**config.mk**
```make
export PLATFORM = sky130hd
export DESIGN_NAME = bsl_led_ctrl
export DESIGN_NICKNAME = d
export VERILOG_FILES = /design/src/core/bsl_pkg.sv /design/src/core/bsl_led_ctrl.sv
export SDC_FILE = /design/constraint.sdc
export NUM_CORES = 1
export LEC_CHECK = 0
export BUFFER_PORTS_ARGS = -buffer_cell sky130_fd_sc_hd__buf_4
export CAP_MARGIN = 30
export CORE_MARGIN = 5
export CORE_UTILIZATION = 30
export CTS_CLUSTER_DIAMETER = 60
export CTS_CLUSTER_SIZE = 40
export DETAILED_ROUTE_END_ITERATION = 8
export PLACE_DENSITY = 0.45
export RECOVER_POWER = 25
export SLEW_MARGIN = 5
export SYNTH_ARGS = -nofsm -noshare
export SYNTH_HDL_FRONTEND = slang
export SYNTH_SLANG_ARGS = --single-unit
```
**constraint.sdc**
```tcl
create_clock -name hclk -period 2.6 [get_ports hclk]
set_clock_uncertainty 0.2 [all_clocks]
set_input_delay 0.13 -clock hclk [delete_from_list [all_inputs] [get_ports hclk]]
set_output_delay 0.13 -clock hclk [all_outputs]
set_load 0.005 [all_outputs]
```
**src/core/bsl_pkg.sv**
```systemverilog
// Package for the board status LED controller: map, fields and timing
package bsl_pkg;

    localparam int unsigned CLK_HZ         = 20_000_000;
    localparam int unsigned BLINK_SLOW_HZ  = 1;
    localparam int unsigned BLINK_FAST_HZ  = 3;
    // Half periods give the fifty-percent duty cycle
    localparam int unsigned SLOW_HALF_CYC  = CLK_HZ / (2 * BLINK_SLOW_HZ);
    localparam int unsigned FAST_HALF_CYC  = CLK_HZ / (2 * BLINK_FAST_HZ);

    localparam int unsigned NUM_FANS       = 4;
    localparam int unsigned POST_W         = 8;

    // Register byte addresses
    localparam logic [7:0] ADDR_FATAL      = 8'h00;
    localparam logic [7:0] ADDR_NONCRIT    = 8'h04;
    localparam logic [7:0] ADDR_BOOT       = 8'h08;
    localparam logic [7:0] ADDR_POST       = 8'h0c;
    localparam logic [7:0] ADDR_FAN_EVT    = 8'h10;
    localparam logic [7:0] ADDR_LED_STAT   = 8'h14;
    localparam logic [7:0] ADDR_IRQ_STAT   = 8'h18;
    localparam logic [7:0] ADDR_IRQ_EN     = 8'h1c;
    localparam logic [7:0] ADDR_IRQ_CLR    = 8'h20;
    localparam logic [7:0] ADDR_ADDR_MASK  = 8'hff;

    // Fatal register bit positions
    localparam int unsigned FAT_CPU_CAT    = 0;
    localparam int unsigned FAT_IDMISM     = 1;
    localparam int unsigned FAT_CPU1_MISS  = 2;
    localparam int unsigned FAT_CPU_TRIP   = 3;
    localparam int unsigned FAT_PWR        = 4;
    localparam int unsigned FAT_NO_MEM     = 5;
    localparam int unsigned FAT_UNCORR     = 6;
    localparam int unsigned FAT_DIMM_TRIP  = 7;
    localparam int unsigned FAT_SB_TRIP    = 8;
    localparam int unsigned FAT_ERRPIN     = 9;
    localparam int unsigned FAT_VA240      = 10;
    localparam int unsigned FAT_W          = 11;

    // Non-critical register bit positions
    localparam int unsigned NC_FANS        = 0;
    localparam int unsigned NC_HDD         = 1;
    localparam int unsigned NC_PSU         = 2;
    localparam int unsigned NC_CORR        = 3;
    localparam int unsigned NC_W           = 4;

    // Boot register: write-one command bits
    localparam int unsigned BT_AC_ON       = 0;
    localparam int unsigned BT_FW_UPD      = 1;
    localparam int unsigned BT_COLD_RST    = 2;
    localparam int unsigned BT_WDOG        = 3;
    localparam int unsigned BT_LOADER_DONE = 4;
    localparam int unsigned BT_OS_DONE     = 5;
    localparam int unsigned BT_MEMTEST_BAD = 6;
    localparam int unsigned BT_IMAGES_BAD  = 7;
    localparam int unsigned BT_REARM       = 8;

    // Interrupt status bit positions
    localparam int unsigned IRQ_FATAL      = 0;
    localparam int unsigned IRQ_FAN        = 1;
    localparam int unsigned IRQ_BOOT_DONE  = 2;
    localparam int unsigned IRQ_W          = 3;

    localparam logic [1:0] HTRANS_NONSEQ   = 2'b10;

    typedef enum logic [2:0] {
        BSL_BOOT_OFF,
        BSL_BOOT_LOADER,
        BSL_BOOT_OS,
        BSL_BOOT_DONE,
        BSL_BOOT_DEAD
    } bsl_boot_e;

    typedef enum logic [1:0] {
        BSL_ST_GREEN,
        BSL_ST_GREEN_BLINK,
        BSL_ST_AMBER_BLINK,
        BSL_ST_AMBER
    } bsl_status_e;

    typedef struct packed {
        logic            green;
        logic            amber;
        logic            ident;
        logic            standby;
    } bsl_leds_s;

    typedef struct packed {
        logic            sel;
        logic            write;
        logic [7:0]      addr;
    } bsl_aphase_s;

endpackage

```
**src/core/bsl_led_ctrl.sv**
```systemverilog
// Board status LED controller with AHB-Lite register slave
//
// Operation
// - Healthy and booted gives solid green status.
// - Non-critical faults blink amber at 1 Hz.
// - Fatal conditions give solid amber status.
// - AC power-on starts controller boot sequence.
// - Update, cold reset, watchdog restart boot sequence.
// - Memtest or images bad: blue solid, amber.
// - Bootloader: blue blinks 3 Hz, green 1 Hz.
// - OS image stage: blue solid, green solid.
// - Sequence done: identify off, normal indication.
// - Eight LEDs hold last written self-test code.
// - Standby LED lit while standby power present.
// - Fan LED lit on lower-critical threshold event.
// - Fan fault latched until sensor re-arm.
`timescale 1ns/1ps
module bsl_led_ctrl
    import bsl_pkg::*;
#(
    parameter int unsigned SLOW_HALF = SLOW_HALF_CYC,
    parameter int unsigned FAST_HALF = FAST_HALF_CYC
)(
    input  wire logic                hclk,
    input  wire logic                hresetn,
    input  wire logic                hsel,
    input  wire logic [31:0]         haddr,
    input  wire logic [1:0]          htrans,
    input  wire logic                hwrite,
    input  wire logic [2:0]          hsize,
    input  wire logic                hready,
    input  wire logic [31:0]         hwdata,
    output logic      [31:0]         hrdata,
    output logic                     hreadyout,
    output logic                     hresp,
    input  wire logic                standby_power,
    input  wire logic                dc_power_on,
    input  wire logic [NUM_FANS-1:0] fan_lower_crit,
    output logic                     status_green,
    output logic                     status_amber,
    output logic                     ident_blue,
    output logic                     standby_led,
    output logic      [POST_W-1:0]   post_leds,
    output logic      [NUM_FANS-1:0] fan_leds,
    output logic                     irq
);

    typedef struct packed {
        bsl_aphase_s          ap;
        logic [31:0]          slow_cnt;
        logic [31:0]          fast_cnt;
        logic                 slow_ph;
        logic                 fast_ph;
        logic [FAT_W-1:0]     fatal;
        logic [NC_W-1:0]      noncrit;
        bsl_boot_e            boot;
        logic [POST_W-1:0]    post;
        logic [NUM_FANS-1:0]  fan;
        logic [IRQ_W-1:0]     irq_stat;
        logic [IRQ_W-1:0]     irq_en;
        bsl_leds_s            leds;
        logic [31:0]          rdata;
    } bsl_state_s;

    bsl_state_s s_q;
    bsl_state_s s_d;
    bsl_status_e status;
    logic wr;
    logic [IRQ_W-1:0] evt;

    assign wr = s_q.ap.sel && s_q.ap.write;

    // Most severe condition wins
    always_comb
    begin
        if (|s_q.fatal || s_q.boot == BSL_BOOT_DEAD)
            status = BSL_ST_AMBER;
        else if (|s_q.noncrit)
            status = BSL_ST_AMBER_BLINK;
        else if (s_q.boot == BSL_BOOT_LOADER)
            status = BSL_ST_GREEN_BLINK;
        else
            status = BSL_ST_GREEN;
    end

    always_comb
    begin
        s_d = s_q;
        evt = '0;

        // Blink generators run freely and independently
        if (s_q.slow_cnt >= SLOW_HALF - 1)
        begin
            s_d.slow_cnt = '0;
            s_d.slow_ph  = ~s_q.slow_ph;
        end
        else
            s_d.slow_cnt = s_q.slow_cnt + 32'h1;
        if (s_q.fast_cnt >= FAST_HALF - 1)
        begin
            s_d.fast_cnt = '0;
            s_d.fast_ph  = ~s_q.fast_ph;
        end
        else
            s_d.fast_cnt = s_q.fast_cnt + 32'h1;

        // Address phase capture; one-cycle slave, never waits
        s_d.ap.sel   = hsel && hready && htrans == HTRANS_NONSEQ;
        s_d.ap.write = hwrite;
        s_d.ap.addr  = haddr[7:0] & ADDR_ADDR_MASK;

        if (wr)
        begin
            case (s_q.ap.addr)
                ADDR_FATAL:   s_d.fatal   = hwdata[FAT_W-1:0];
                ADDR_NONCRIT: s_d.noncrit = hwdata[NC_W-1:0];
                ADDR_POST:    s_d.post    = hwdata[POST_W-1:0];
                ADDR_IRQ_EN:  s_d.irq_en  = hwdata[IRQ_W-1:0];
                ADDR_BOOT:
                begin
                    // Dead board stays dead; only a reset leaves it
                    if (s_q.boot != BSL_BOOT_DEAD)
                    begin
                        if (hwdata[BT_MEMTEST_BAD] || hwdata[BT_IMAGES_BAD])
                            s_d.boot = BSL_BOOT_DEAD;
                        else if (hwdata[BT_AC_ON] || hwdata[BT_FW_UPD] ||
                                 hwdata[BT_COLD_RST] || hwdata[BT_WDOG])
                            s_d.boot = BSL_BOOT_LOADER;
                        else if (hwdata[BT_LOADER_DONE] && s_q.boot == BSL_BOOT_LOADER)
                            s_d.boot = BSL_BOOT_OS;
                        else if (hwdata[BT_OS_DONE] && s_q.boot == BSL_BOOT_OS)
                        begin
                            s_d.boot = BSL_BOOT_DONE;
                            evt[IRQ_BOOT_DONE] = 1'b1;
                        end
                    end
                end
                default: ;
            endcase
        end

        // Fan faults latch; re-arm at DC power-on or by command
        if (dc_power_on || (wr && s_q.ap.addr == ADDR_BOOT && hwdata[BT_REARM]))
            s_d.fan = fan_lower_crit;
        else
            s_d.fan = s_q.fan | fan_lower_crit;

        if (|(fan_lower_crit & ~s_q.fan))
            evt[IRQ_FAN] = 1'b1;
        if (wr && s_q.ap.addr == ADDR_FATAL && |hwdata[FAT_W-1:0] && ~|s_q.fatal)
            evt[IRQ_FATAL] = 1'b1;

        // Set wins over a clear in the same cycle
        if (wr && s_q.ap.addr == ADDR_IRQ_CLR)
            s_d.irq_stat = (s_q.irq_stat & ~hwdata[IRQ_W-1:0]) | evt;
        else
            s_d.irq_stat = s_q.irq_stat | evt;

        // LED drivers
        s_d.leds.standby = standby_power;
        case (status)
            BSL_ST_AMBER:       {s_d.leds.green, s_d.leds.amber} = 2'b01;
            BSL_ST_AMBER_BLINK: {s_d.leds.green, s_d.leds.amber} = {1'b0, s_q.slow_ph};
            BSL_ST_GREEN_BLINK: {s_d.leds.green, s_d.leds.amber} = {s_q.slow_ph, 1'b0};
            default:            {s_d.leds.green, s_d.leds.amber} = 2'b10;
        endcase
        case (s_q.boot)
            BSL_BOOT_LOADER: s_d.leds.ident = s_q.fast_ph;
            BSL_BOOT_OS:     s_d.leds.ident = 1'b1;
            BSL_BOOT_DEAD:   s_d.leds.ident = 1'b1;
            default:         s_d.leds.ident = 1'b0;
        endcase

        // Read data is prepared in the address phase
        s_d.rdata = '0;
        if (hsel && hready && htrans == HTRANS_NONSEQ && !hwrite)
        begin
            case (haddr[7:0] & ADDR_ADDR_MASK)
                ADDR_FATAL:    s_d.rdata[FAT_W-1:0]    = s_q.fatal;
                ADDR_NONCRIT:  s_d.rdata[NC_W-1:0]     = s_q.noncrit;
                ADDR_BOOT:     s_d.rdata[$bits(bsl_boot_e)-1:0] = s_q.boot;
                ADDR_POST:     s_d.rdata[POST_W-1:0]   = s_q.post;
                ADDR_FAN_EVT:  s_d.rdata[NUM_FANS-1:0] = s_q.fan;
                ADDR_LED_STAT: s_d.rdata[$bits(bsl_leds_s)-1:0] = s_q.leds;
                ADDR_IRQ_STAT: s_d.rdata[IRQ_W-1:0]    = s_q.irq_stat;
                ADDR_IRQ_EN:   s_d.rdata[IRQ_W-1:0]    = s_q.irq_en;
                default:       s_d.rdata               = '0;
            endcase
        end
    end

    always_ff @(posedge hclk or negedge hresetn)
    begin
        if (!hresetn)
            s_q <= '0;
        else
            s_q <= s_d;
    end

    assign hrdata       = s_q.rdata;
    assign hreadyout    = 1'b1;
    assign hresp        = 1'b0;
    assign status_green = s_q.leds.green;
    assign status_amber = s_q.leds.amber;
    assign ident_blue   = s_q.leds.ident;
    assign standby_led  = s_q.leds.standby;
    assign post_leds    = s_q.post;
    assign fan_leds     = s_q.fan;
    assign irq          = |(s_q.irq_stat & s_q.irq_en);

    // Checks
    fatal_amber_a: assert property (@(posedge hclk) disable iff (!hresetn)
        (|s_q.fatal) |=> status_amber && !status_green)
        else $error("fatal fault without solid amber");
    va240_amber_a: assert property (@(posedge hclk) disable iff (!hresetn)
        s_q.fatal[FAT_VA240] |=> status_amber)
        else $error("240VA fault without amber");
    noncrit_blink_a: assert property (@(posedge hclk) disable iff (!hresetn)
        (~|s_q.fatal && s_q.boot != BSL_BOOT_DEAD && |s_q.noncrit)
        |=> status_amber == $past(s_q.slow_ph) && !status_green)
        else $error("non-critical fault not blinking amber");
    healthy_green_a: assert property (@(posedge hclk) disable iff (!hresetn)
        (~|s_q.fatal && ~|s_q.noncrit && s_q.boot == BSL_BOOT_DONE)
        |=> status_green && !status_amber && !ident_blue)
        else $error("healthy board not solid green");
    boot_start_a: assert property (@(posedge hclk) disable iff (!hresetn)
        (wr && s_q.ap.addr == ADDR_BOOT && hwdata[BT_AC_ON] && s_q.boot != BSL_BOOT_DEAD
         && !hwdata[BT_MEMTEST_BAD] && !hwdata[BT_IMAGES_BAD])
        |=> s_q.boot == BSL_BOOT_LOADER)
        else $error("power-on did not start boot");
    boot_restart_a: assert property (@(posedge hclk) disable iff (!hresetn)
        (wr && s_q.ap.addr == ADDR_BOOT && (hwdata[BT_WDOG] || hwdata[BT_COLD_RST]
         || hwdata[BT_FW_UPD]) && s_q.boot != BSL_BOOT_DEAD
         && !hwdata[BT_MEMTEST_BAD] && !hwdata[BT_IMAGES_BAD])
        |=> s_q.boot == BSL_BOOT_LOADER)
        else $error("restart cause did not restart boot");
    dead_entry_a: assert property (@(posedge hclk) disable iff (!hresetn)
        (wr && s_q.ap.addr == ADDR_BOOT && (hwdata[BT_MEMTEST_BAD] || hwdata[BT_IMAGES_BAD]))
        |=> s_q.boot == BSL_BOOT_DEAD)
        else $error("failed self test did not stop boot");
    dead_stays_a: assert property (@(posedge hclk) disable iff (!hresetn)
        s_q.boot == BSL_BOOT_DEAD |=> s_q.boot == BSL_BOOT_DEAD
        ##1 ident_blue && status_amber)
        else $error("non-recoverable state left or wrong LEDs");
    loader_leds_a: assert property (@(posedge hclk) disable iff (!hresetn)
        (s_q.boot == BSL_BOOT_LOADER && ~|s_q.fatal && ~|s_q.noncrit)
        |=> ident_blue == $past(s_q.fast_ph) && status_green == $past(s_q.slow_ph))
        else $error("bootloader blink pattern wrong");
    os_leds_a: assert property (@(posedge hclk) disable iff (!hresetn)
        (s_q.boot == BSL_BOOT_OS && ~|s_q.fatal && ~|s_q.noncrit)
        |=> ident_blue && status_green)
        else $error("OS stage LEDs wrong");
    ident_off_a: assert property (@(posedge hclk) disable iff (!hresetn)
        (s_q.boot == BSL_BOOT_DONE || s_q.boot == BSL_BOOT_OFF) |=> !ident_blue)
        else $error("identify lit outside boot sequence");
    post_hold_a: assert property (@(posedge hclk) disable iff (!hresetn)
        !(wr && s_q.ap.addr == ADDR_POST) |=> $stable(post_leds))
        else $error("self-test code changed without write");
    post_write_a: assert property (@(posedge hclk) disable iff (!hresetn)
        (wr && s_q.ap.addr == ADDR_POST) |=> post_leds == $past(hwdata[POST_W-1:0]))
        else $error("self-test code not shown after write");
    standby_lit_a: assert property (@(posedge hclk) disable iff (!hresetn)
        standby_power |=> standby_led)
        else $error("standby LED not lit");
    standby_off_a: assert property (@(posedge hclk) disable iff (!hresetn)
        !standby_power |=> !standby_led)
        else $error("standby LED lit without standby power");
    fan_latch_a: assert property (@(posedge hclk) disable iff (!hresetn)
        (fan_lower_crit[0] && !dc_power_on) ##1 !dc_power_on
        && !(wr && s_q.ap.addr == ADDR_BOOT && hwdata[BT_REARM])
        |-> fan_leds[0] ##1 fan_leds[0])
        else $error("fan fault not latched");
    // Fan bits may only drop through a re-arm
    fan_held_a: assert property (@(posedge hclk) disable iff (!hresetn)
        (!dc_power_on && !(wr && s_q.ap.addr == ADDR_BOOT && hwdata[BT_REARM]))
        |=> (fan_leds & $past(fan_leds)) == $past(fan_leds))
        else $error("fan fault dropped without re-arm");
    fan_rearm_a: assert property (@(posedge hclk) disable iff (!hresetn)
        dc_power_on |=> fan_leds == $past(fan_lower_crit))
        else $error("power-on re-arm did not reload fan faults");
    fan_event_a: assert property (@(posedge hclk) disable iff (!hresetn)
        (|(fan_lower_crit & ~fan_leds)) |=> s_q.irq_stat[IRQ_FAN])
        else $error("new fan fault lost its status bit");
    fatal_event_a: assert property (@(posedge hclk) disable iff (!hresetn)
        (wr && s_q.ap.addr == ADDR_FATAL && |hwdata[FAT_W-1:0] && ~|s_q.fatal)
        |=> s_q.irq_stat[IRQ_FATAL])
        else $error("first fatal fault lost its status bit");
    irq_level_a: assert property (@(posedge hclk) disable iff (!hresetn)
        (s_q.irq_stat[IRQ_FATAL] && s_q.irq_en[IRQ_FATAL]) |-> irq)
        else $error("enabled status bit without interrupt");
    rdata_idle_a: assert property (@(posedge hclk) disable iff (!hresetn)
        !(hsel && hready && htrans == HTRANS_NONSEQ && !hwrite) |=> hrdata == '0)
        else $error("read data driven outside a read data phase");
    blink_half_a: assert property (@(posedge hclk) disable iff (!hresetn)
        $changed(s_q.fast_ph) |=> !$changed(s_q.fast_ph))
        else $error("fast blink phase toggled twice");
    slow_span_a: assert property (@(posedge hclk) disable iff (!hresetn)
        s_q.slow_cnt < SLOW_HALF)
        else $error("slow blink counter overran its half period");

    loader_c: cover property (@(posedge hclk) disable iff (!hresetn)
        s_q.boot == BSL_BOOT_LOADER ##1 s_q.boot == BSL_BOOT_OS);
    done_c:   cover property (@(posedge hclk) disable iff (!hresetn)
        s_q.boot == BSL_BOOT_DONE && status_green);
    fan_c:    cover property (@(posedge hclk) disable iff (!hresetn) |fan_leds);
    irq_c:    cover property (@(posedge hclk) disable iff (!hresetn) irq);

endmodule

```
==> flow_metrics.env, run 1 <==
export IMPL_status="complete, no violations"
export IMPL_vias=4410
export IMPL_syn_inst=542
export IMPL_clkTransAtPathRegs_ns=0.06
export IMPL_cp_slowest_stage_delay_ns=0.73
export IMPL_reg2reg_from="s_q[113]"
export IMPL_reg2reg_slack_ns=0.17
export IMPL_p_sw_uw=1050
export IMPL_hold_viol_final=0
export IMPL_met2_usage_pct=19.9
export IMPL_hold_depth=2
export IMPL_path_class="reg2reg"
export IMPL_die_w_um=151
export IMPL_p_leak_uw=0.00306
export IMPL_num_io_pins=131
export IMPL_top_usage_layer="met2"
export IMPL_htree_levels=4
export IMPL_overflow=0
export IMPL_tightest_slew_ns=1.33
export IMPL_reg2regPathDepth=4
export IMPL_synthTopCellsByArea="dfrtp_1 53%, buf_4 5.8%, mux2_2 5.3%"
export IMPL_timing_max_cap_violations=0
export IMPL_gr_usage_all_layers_pct=12.5
export IMPL_root_buffer="clkbuf_16"
export IMPL_initial_core_util_pct=30.6
export IMPL_comb_power_share_pct=5.6
export IMPL_dieArea_mm2=0.0228
export IMPL_seqPwrFrac_pct=44.2
export IMPL_swShare_pct=22.5
export IMPL_multiInputGateArea_mm2=0.00248
export IMPL_rows=51
export IMPL_setup_viol=0
export IMPL_hold_path_class="in2reg"
export IMPL_place_inst=860
export IMPL_diodes=0
export IMPL_die_h_um=151
export IMPL_cp_start_kind="flop"
export IMPL_critical_path_required_ns=2.72
export IMPL_max_freq_mhz=411
export IMPL_arrival_ns=2.55
export IMPL_post_drt_wl_per_cell_um=15.0
export IMPL_synth_area_mm2=0.00597
export IMPL_endpoint="s_q[129]"
export IMPL_synth_edf_count=0
export IMPL_core_area_mm2=0.0195
export IMPL_layout_cells_non_filler=924
export IMPL_wl_um=13900
export IMPL_crit_path_end_kind="flop"
export IMPL_async_flop_share_pct=100
export IMPL_cp_startpoint="s_q[113]"
export IMPL_ff_latch_area_mm2=0.00318
export IMPL_cpMaxStageDelayCell="or4_1"
export IMPL_post_route_period_util_pct=93.6
export IMPL_firstDrtPassIters=4
export IMPL_worst_path_buf_inv=0
export IMPL_tns_ns=0
export IMPL_drc=0
export IMPL_power_density_mw_per_mm2=620
export IMPL_viasPerCell=4.77
export IMPL_numCtsBuffers=17
export IMPL_drtIter0Drc=229
export IMPL_cts_setup_buffers=0
export IMPL_port_buffers=59
export IMPL_insertion_delay_ns=0.42
export IMPL_synth_seq_cells=127
export IMPL_seq_area_frac_synth_pct=53.2
export IMPL_drive_gt1_share_pct=22.2
export IMPL_grt_pass1_wl_um=22300
export IMPL_use_met1_pct=16.1
export IMPL_cp_cell_sequence="nand4_1 -> or4_1 -> or4_1 -> a211oi_1"
export IMPL_antenna_left=0
export IMPL_cts_tree="built"
export IMPL_grt_use_met3_pct=3.71
export IMPL_regToRegEndpoint="s_q[129]"
export IMPL_clock_sinks=127
export IMPL_whs_ns=0.191
export IMPL_cp_depth=4
export IMPL_peakVddDrop_mv=0.289
export IMPL_grt_antenna_before_repair=0
export IMPL_path_common_cell="or4_1"
export IMPL_nets=729
export IMPL_yosys_area_top_type="dfrtp_1"
export IMPL_synth_commonest_cells="127 x dfrtp_1, 46 x buf_4, 35 x nor2_1, 28 x mux2_2"
export IMPL_yosys_warnings=0
export IMPL_place_congestion=0.791
export IMPL_path_max_fanout=12
export IMPL_ys_flop_type="dfrtp_1"
export IMPL_dp_hpwl_um=9810
export IMPL_yosysMostFrequentCell="dfrtp_1"
export IMPL_syn_avg_cell_area_um2=11.0
export IMPL_p_int_uw=3630
export IMPL_fin_crit_ns=2.43
export IMPL_grt_max_degree=51
export IMPL_drv_slew=0
export IMPL_clk_path_buf_depth=2
export IMPL_fillerInstances=1923
export IMPL_rsz0062_at_grt="no"
export IMPL_grt_pass1_vias=4372
export IMPL_synth_cell_types=51
export IMPL_crit_family="simple AND/OR/NAND/NOR gates"
export IMPL_clockPowerShare_pct=50.2
export IMPL_slew_headroom_pct=11.4
export IMPL_synth_top_area_share_pct=53.2
export IMPL_area_growth_pct=26.4
## power groups by stage
stage | Sequential (uW) | Combinational (uW) | Clock, uW
finish | 2070 | 263 | 2350
global route | 2070 | 298 | 2520
CTS | 2070 | 271 | 2410
detailed placement | 2100 | 230 | 0
global placement | 2100 | 226 | 0
floorplan | 2090 | 133 | 0
## layout by cell type, fill, tap and decap left out, drive strengths merged, types with 16 or more instances in the layout
| master | n |
|---|---|
| dfrtp | 127 |
| buf | 62 |
| conb | 41 |
| nor2 | 35 |
| clkbuf | 34 |
| dlygate4sd3 | 32 |
| mux2 | 28 |
| nor3 | 24 |
| nand2 | 24 |
| nand3 | 22 |
| inv | 22 |
| o21ai | 16 |
| xnor2 | 16 |
## timing repair
action,CTS,global route
hold buffers,32,0
resized for setup,0,3
setup endpoints to repair,0,16
hold endpoints to repair,105,0
## routing by layer
metal	wire length, um	up-vias
met5	0	-
met1	6270	2199
met3	699	16
met2	6720	99
met4	179	0
li1	-	2096
## stage by stage
stage                     worst slack (ns)  utilization (%)  instance area, um^2  power, uW
after floorplan                      0.474                -                 6120       2220
after global placement              0.0981             34.0                 6640       2330
after detailed placement            0.0578             34.0                 6640       2330
after CTS                           0.0650             38.7                 7550       4750
after global routing                0.0110             38.7                 7550       4890
final                                0.167             38.7                 7550       4680
## cell type report
cell class              count  share of cell area [%]
repair buffers            108                    11.8
flip-flops and latches    127                    42.1
clock buffers              20                    6.05
well taps                 265                    4.39
multi-input cells         371                    32.8
clock inverters            12                    1.81
inverters                  21                    1.04
## worst min path at each step
stage / from / end / slack [ns]
floorplan: hresetn / fan_leds[0] / -0.37
global placement: hresetn / s_q[105] / 0.01
detailed placement: hresetn / hrdata[6] / 0.03
CTS: hresetn / hrdata[6] / 0.12
global route: haddr[7] / s_q[145] / 0.17
finish: haddr[1] / s_q[139] / 0.19
## worst register-to-register path: cells and delay by family, from the launching register on
kind	cells	cell delay, ns
flops	1	0.46
simple gates	3	1.45
compound gates	1	0.23
## state kept, by name, indices dropped and copies added (netlist names)
register and flops:
ident_blue 1, status_amber 1, hrdata 11, status_green 1, fan_leds 4, post_leds 8
standby_led 1, s_q 100
## logic make-up (layout without fill, tap and decap cells)
family,count (synthesis),in the layout,share of synthesized area (%)
compound gates,80,80,9.28
fa+ha+maj,3,3,0.629
buf+inv,83,161,8.19
simple gates,187,187,17.1
xor+xnor,24,24,3.52
mux,36,36,7.88
flops,127,127,53.2
other cells,2,41,0.126
Note: power is estimated with default switching activity, not from simulation.
==> run 2: changes to the inputs <==
--- a/config.mk
+++ b/config.mk
@@ -8,11 +8,11 @@
 export BUFFER_PORTS_ARGS = -buffer_cell sky130_fd_sc_hd__buf_4
 export CAP_MARGIN = 30
 export CORE_MARGIN = 5
-export CORE_UTILIZATION = 30
+export CORE_UTILIZATION = 40
 export CTS_CLUSTER_DIAMETER = 60
 export CTS_CLUSTER_SIZE = 40
 export DETAILED_ROUTE_END_ITERATION = 8
-export PLACE_DENSITY = 0.45
+export PLACE_DENSITY = 0.58
 export RECOVER_POWER = 25
 export SLEW_MARGIN = 5
 export SYNTH_ARGS = -nofsm -noshare
==> run 2 against run 1 <==
- final cell count decreased by 9.0%
- global-route usage increased by 2.9 points
- hold slack got worse by 0.012 ns
- critical endpoint is now fan_leds[1]
- register-to-register slack got worse by 0.06 ns
- core utilization increased by 12 points
- sequential cell count unchanged
- via count decreased by 1.7%
- largest power group unchanged
==> flow_metrics.env, run 2 (same netlist as run 1, synthesis figures left out) <==
export IMPL_multiInputGateArea_mm2=0.00247
export IMPL_numCtsBuffers=17
export IMPL_regToRegEndpoint="fan_leds[1]"
export IMPL_htree_levels=4
export IMPL_overflow=0
export IMPL_crit_path_end_kind="flop"
export IMPL_swShare_pct=20.8
export IMPL_dpl_cell_area_mm2=0.00652
export IMPL_layout_commonest_cell="dfrtp_1"
export IMPL_critical_path_required_ns=2.68
export IMPL_hold_viol_final=0
export IMPL_p_sw_uw=983
export IMPL_cpMaxStageDelayCell="or4_4"
export IMPL_firstDrtPassIters=4
export IMPL_grt_pass1_vias=4388
export IMPL_insertion_delay_ns=0.41
export IMPL_p_total_uw=4720
export IMPL_power_density_mw_per_mm2=634
export IMPL_clockPowerShare_pct=50.6
export IMPL_port_buffers=59
export IMPL_wl_um=12900
export IMPL_reg2reg_slack_ns=0.10
export IMPL_reg2reg_from="s_q[139]"
export IMPL_finish_utilization_pct=51.0
export IMPL_cp_slowest_stage_delay_ns=0.58
export IMPL_post_route_period_util_pct=96.0
export IMPL_p_leak_uw=0.00308
export IMPL_drive_gt1_share_pct=22.2
export IMPL_path_class="reg2reg"
export IMPL_viasPerCell=5.15
export IMPL_largest_reg_flops=100
export IMPL_reg2regPathDepth=5
export IMPL_cp_cell_sequence="or4_4 -> nor4_2 -> a41oi_2 -> a21o_1 -> dlygate4sd3_1"
export IMPL_diodes=0
export IMPL_cts_tree="built"
export IMPL_rows=44
export IMPL_tightest_slew_ns=1.14
export IMPL_drtIter0Drc=223
export IMPL_vias=4334
export IMPL_dieArea_mm2=0.0175
export IMPL_fin_crit_ns=2.50
export IMPL_die_w_um=132
export IMPL_clock_sinks=127
export IMPL_max_freq_mhz=401
export IMPL_root_buffer="clkbuf_16"
export IMPL_status="complete, no violations"
export IMPL_nets=728
export IMPL_post_drt_wl_per_cell_um=15.4
export IMPL_clkTransAtPathRegs_ns=0.06
export IMPL_num_io_pins=131
export IMPL_grt_antenna_before_repair=0
export IMPL_layout_setup_ws_ns=0.105
export IMPL_area_growth_pct=24.6
export IMPL_seqPwrFrac_pct=43.8
export IMPL_fillerInstances=1267
export IMPL_slew_headroom_pct=24.2
export IMPL_tns_ns=0
export IMPL_core_area_mm2=0.0146
export IMPL_peakVddDrop_mv=0.429
export IMPL_drv_slew=0
export IMPL_final_cell_mix="127 x dfrtp_1, 59 x buf_4, 41 x conb_1"
export IMPL_antenna_left=0
export IMPL_finalInstanceArea_mm2=0.00744
export IMPL_place_ws_ns=0.200
export IMPL_hp_start="htrans[1]"
export IMPL_dp_hpwl_um=8970
export IMPL_grt_max_degree=46
export IMPL_ff_latch_area_mm2=0.00318
export IMPL_p_int_uw=3740
export IMPL_path_max_fanout=4
export IMPL_timing_max_cap_violations=0
export IMPL_largest_register="s_q"
export IMPL_comb_power_share_pct=5.5
export IMPL_gr_usage_all_layers_pct=15.4
export IMPL_initial_core_util_pct=40.9
export IMPL_hold_path_class="in2reg"
export IMPL_die_h_um=132
export IMPL_hold_end="hrdata[3]"
export IMPL_arrival_ns=2.58
export IMPL_rsz0062_at_grt="no"
export IMPL_cp_start_kind="flop"
export IMPL_drc=0
export IMPL_clk_path_buf_depth=2
export IMPL_hold_depth=5
export IMPL_grt_pass1_wl_um=22000
export IMPL_setup_viol=0
export IMPL_place_congestion=0.811
==> run 2: worst max path at each step <==
stage / cells past startpoint / startpoint / endpoint / slack, ns
CTS: 5 / s_q[139] / fan_leds[2] / 0.11
finish: 5 / s_q[139] / fan_leds[1] / 0.10
detailed placement: 4 / s_q[114] / s_q[129] / 0.20
floorplan: 4 / s_q[139] / post_leds[0] / 0.47
global route: 5 / s_q[139] / fan_leds[2] / 0.01
global placement: 4 / s_q[114] / s_q[129] / 0.26
==> run 2: worst max-delay path, delay by kind of cell, from the launching register on <==
kind	cells	cell delay (ns)
buffers and inverters	1	0.56
AND/OR/NAND/NOR	2	0.79
flip-flops	1	0.36
AO/OA/AOI/OAI	2	0.45
==> run 2: layer usage <==
| metal | global-route usage, % | share of wire (%) |
|---|---|---|
| met1 | 19.9 | 45 |
| met2 | 24.1 | 48 |
| met3 | 4.81 | 5.6 |
| met4 | 6.11 | 1.7 |
| met5 | 0 | 0 |
==> run 2: what timing repair did <==
action	4_1_cts	5_1_grt
buffers inserted	0	0
endpoints found under the setup margin	0	2
gates resized for setup	0	2
hold buffers	32	0
endpoints found under the hold margin	140	0
==> run 2: through the flow <==
stage | hold slack, ns | std cells
2_1_floorplan | -0.366 | 581
3_3_place_gp | -0.0323 | 778
3_5_place_dp | -0.0244 | 778
4_1_cts | 0.0714 | 841
5_1_grt | 0.184 | 841
6_report | 0.179 | 841
==> run 2: layout make-up <==
class	instances	share of cell area (%)
inverter	21	1.06
sequential	127	42.7
timing repair buffer	107	11.8
clock inverter	10	1.83
tap	184	3.09
clock buffer	21	6.32
multi-input combinational	371	33.2
==> run 2: power by group through the flow <==
stage,logic [uW],registers [uW],clock network (uW)
final,260,2070,2390
after floorplan,133,2090,0
after CTS,264,2070,2460
after detailed placement,224,2100,0
after global placement,219,2100,0
after global routing,292,2070,2540
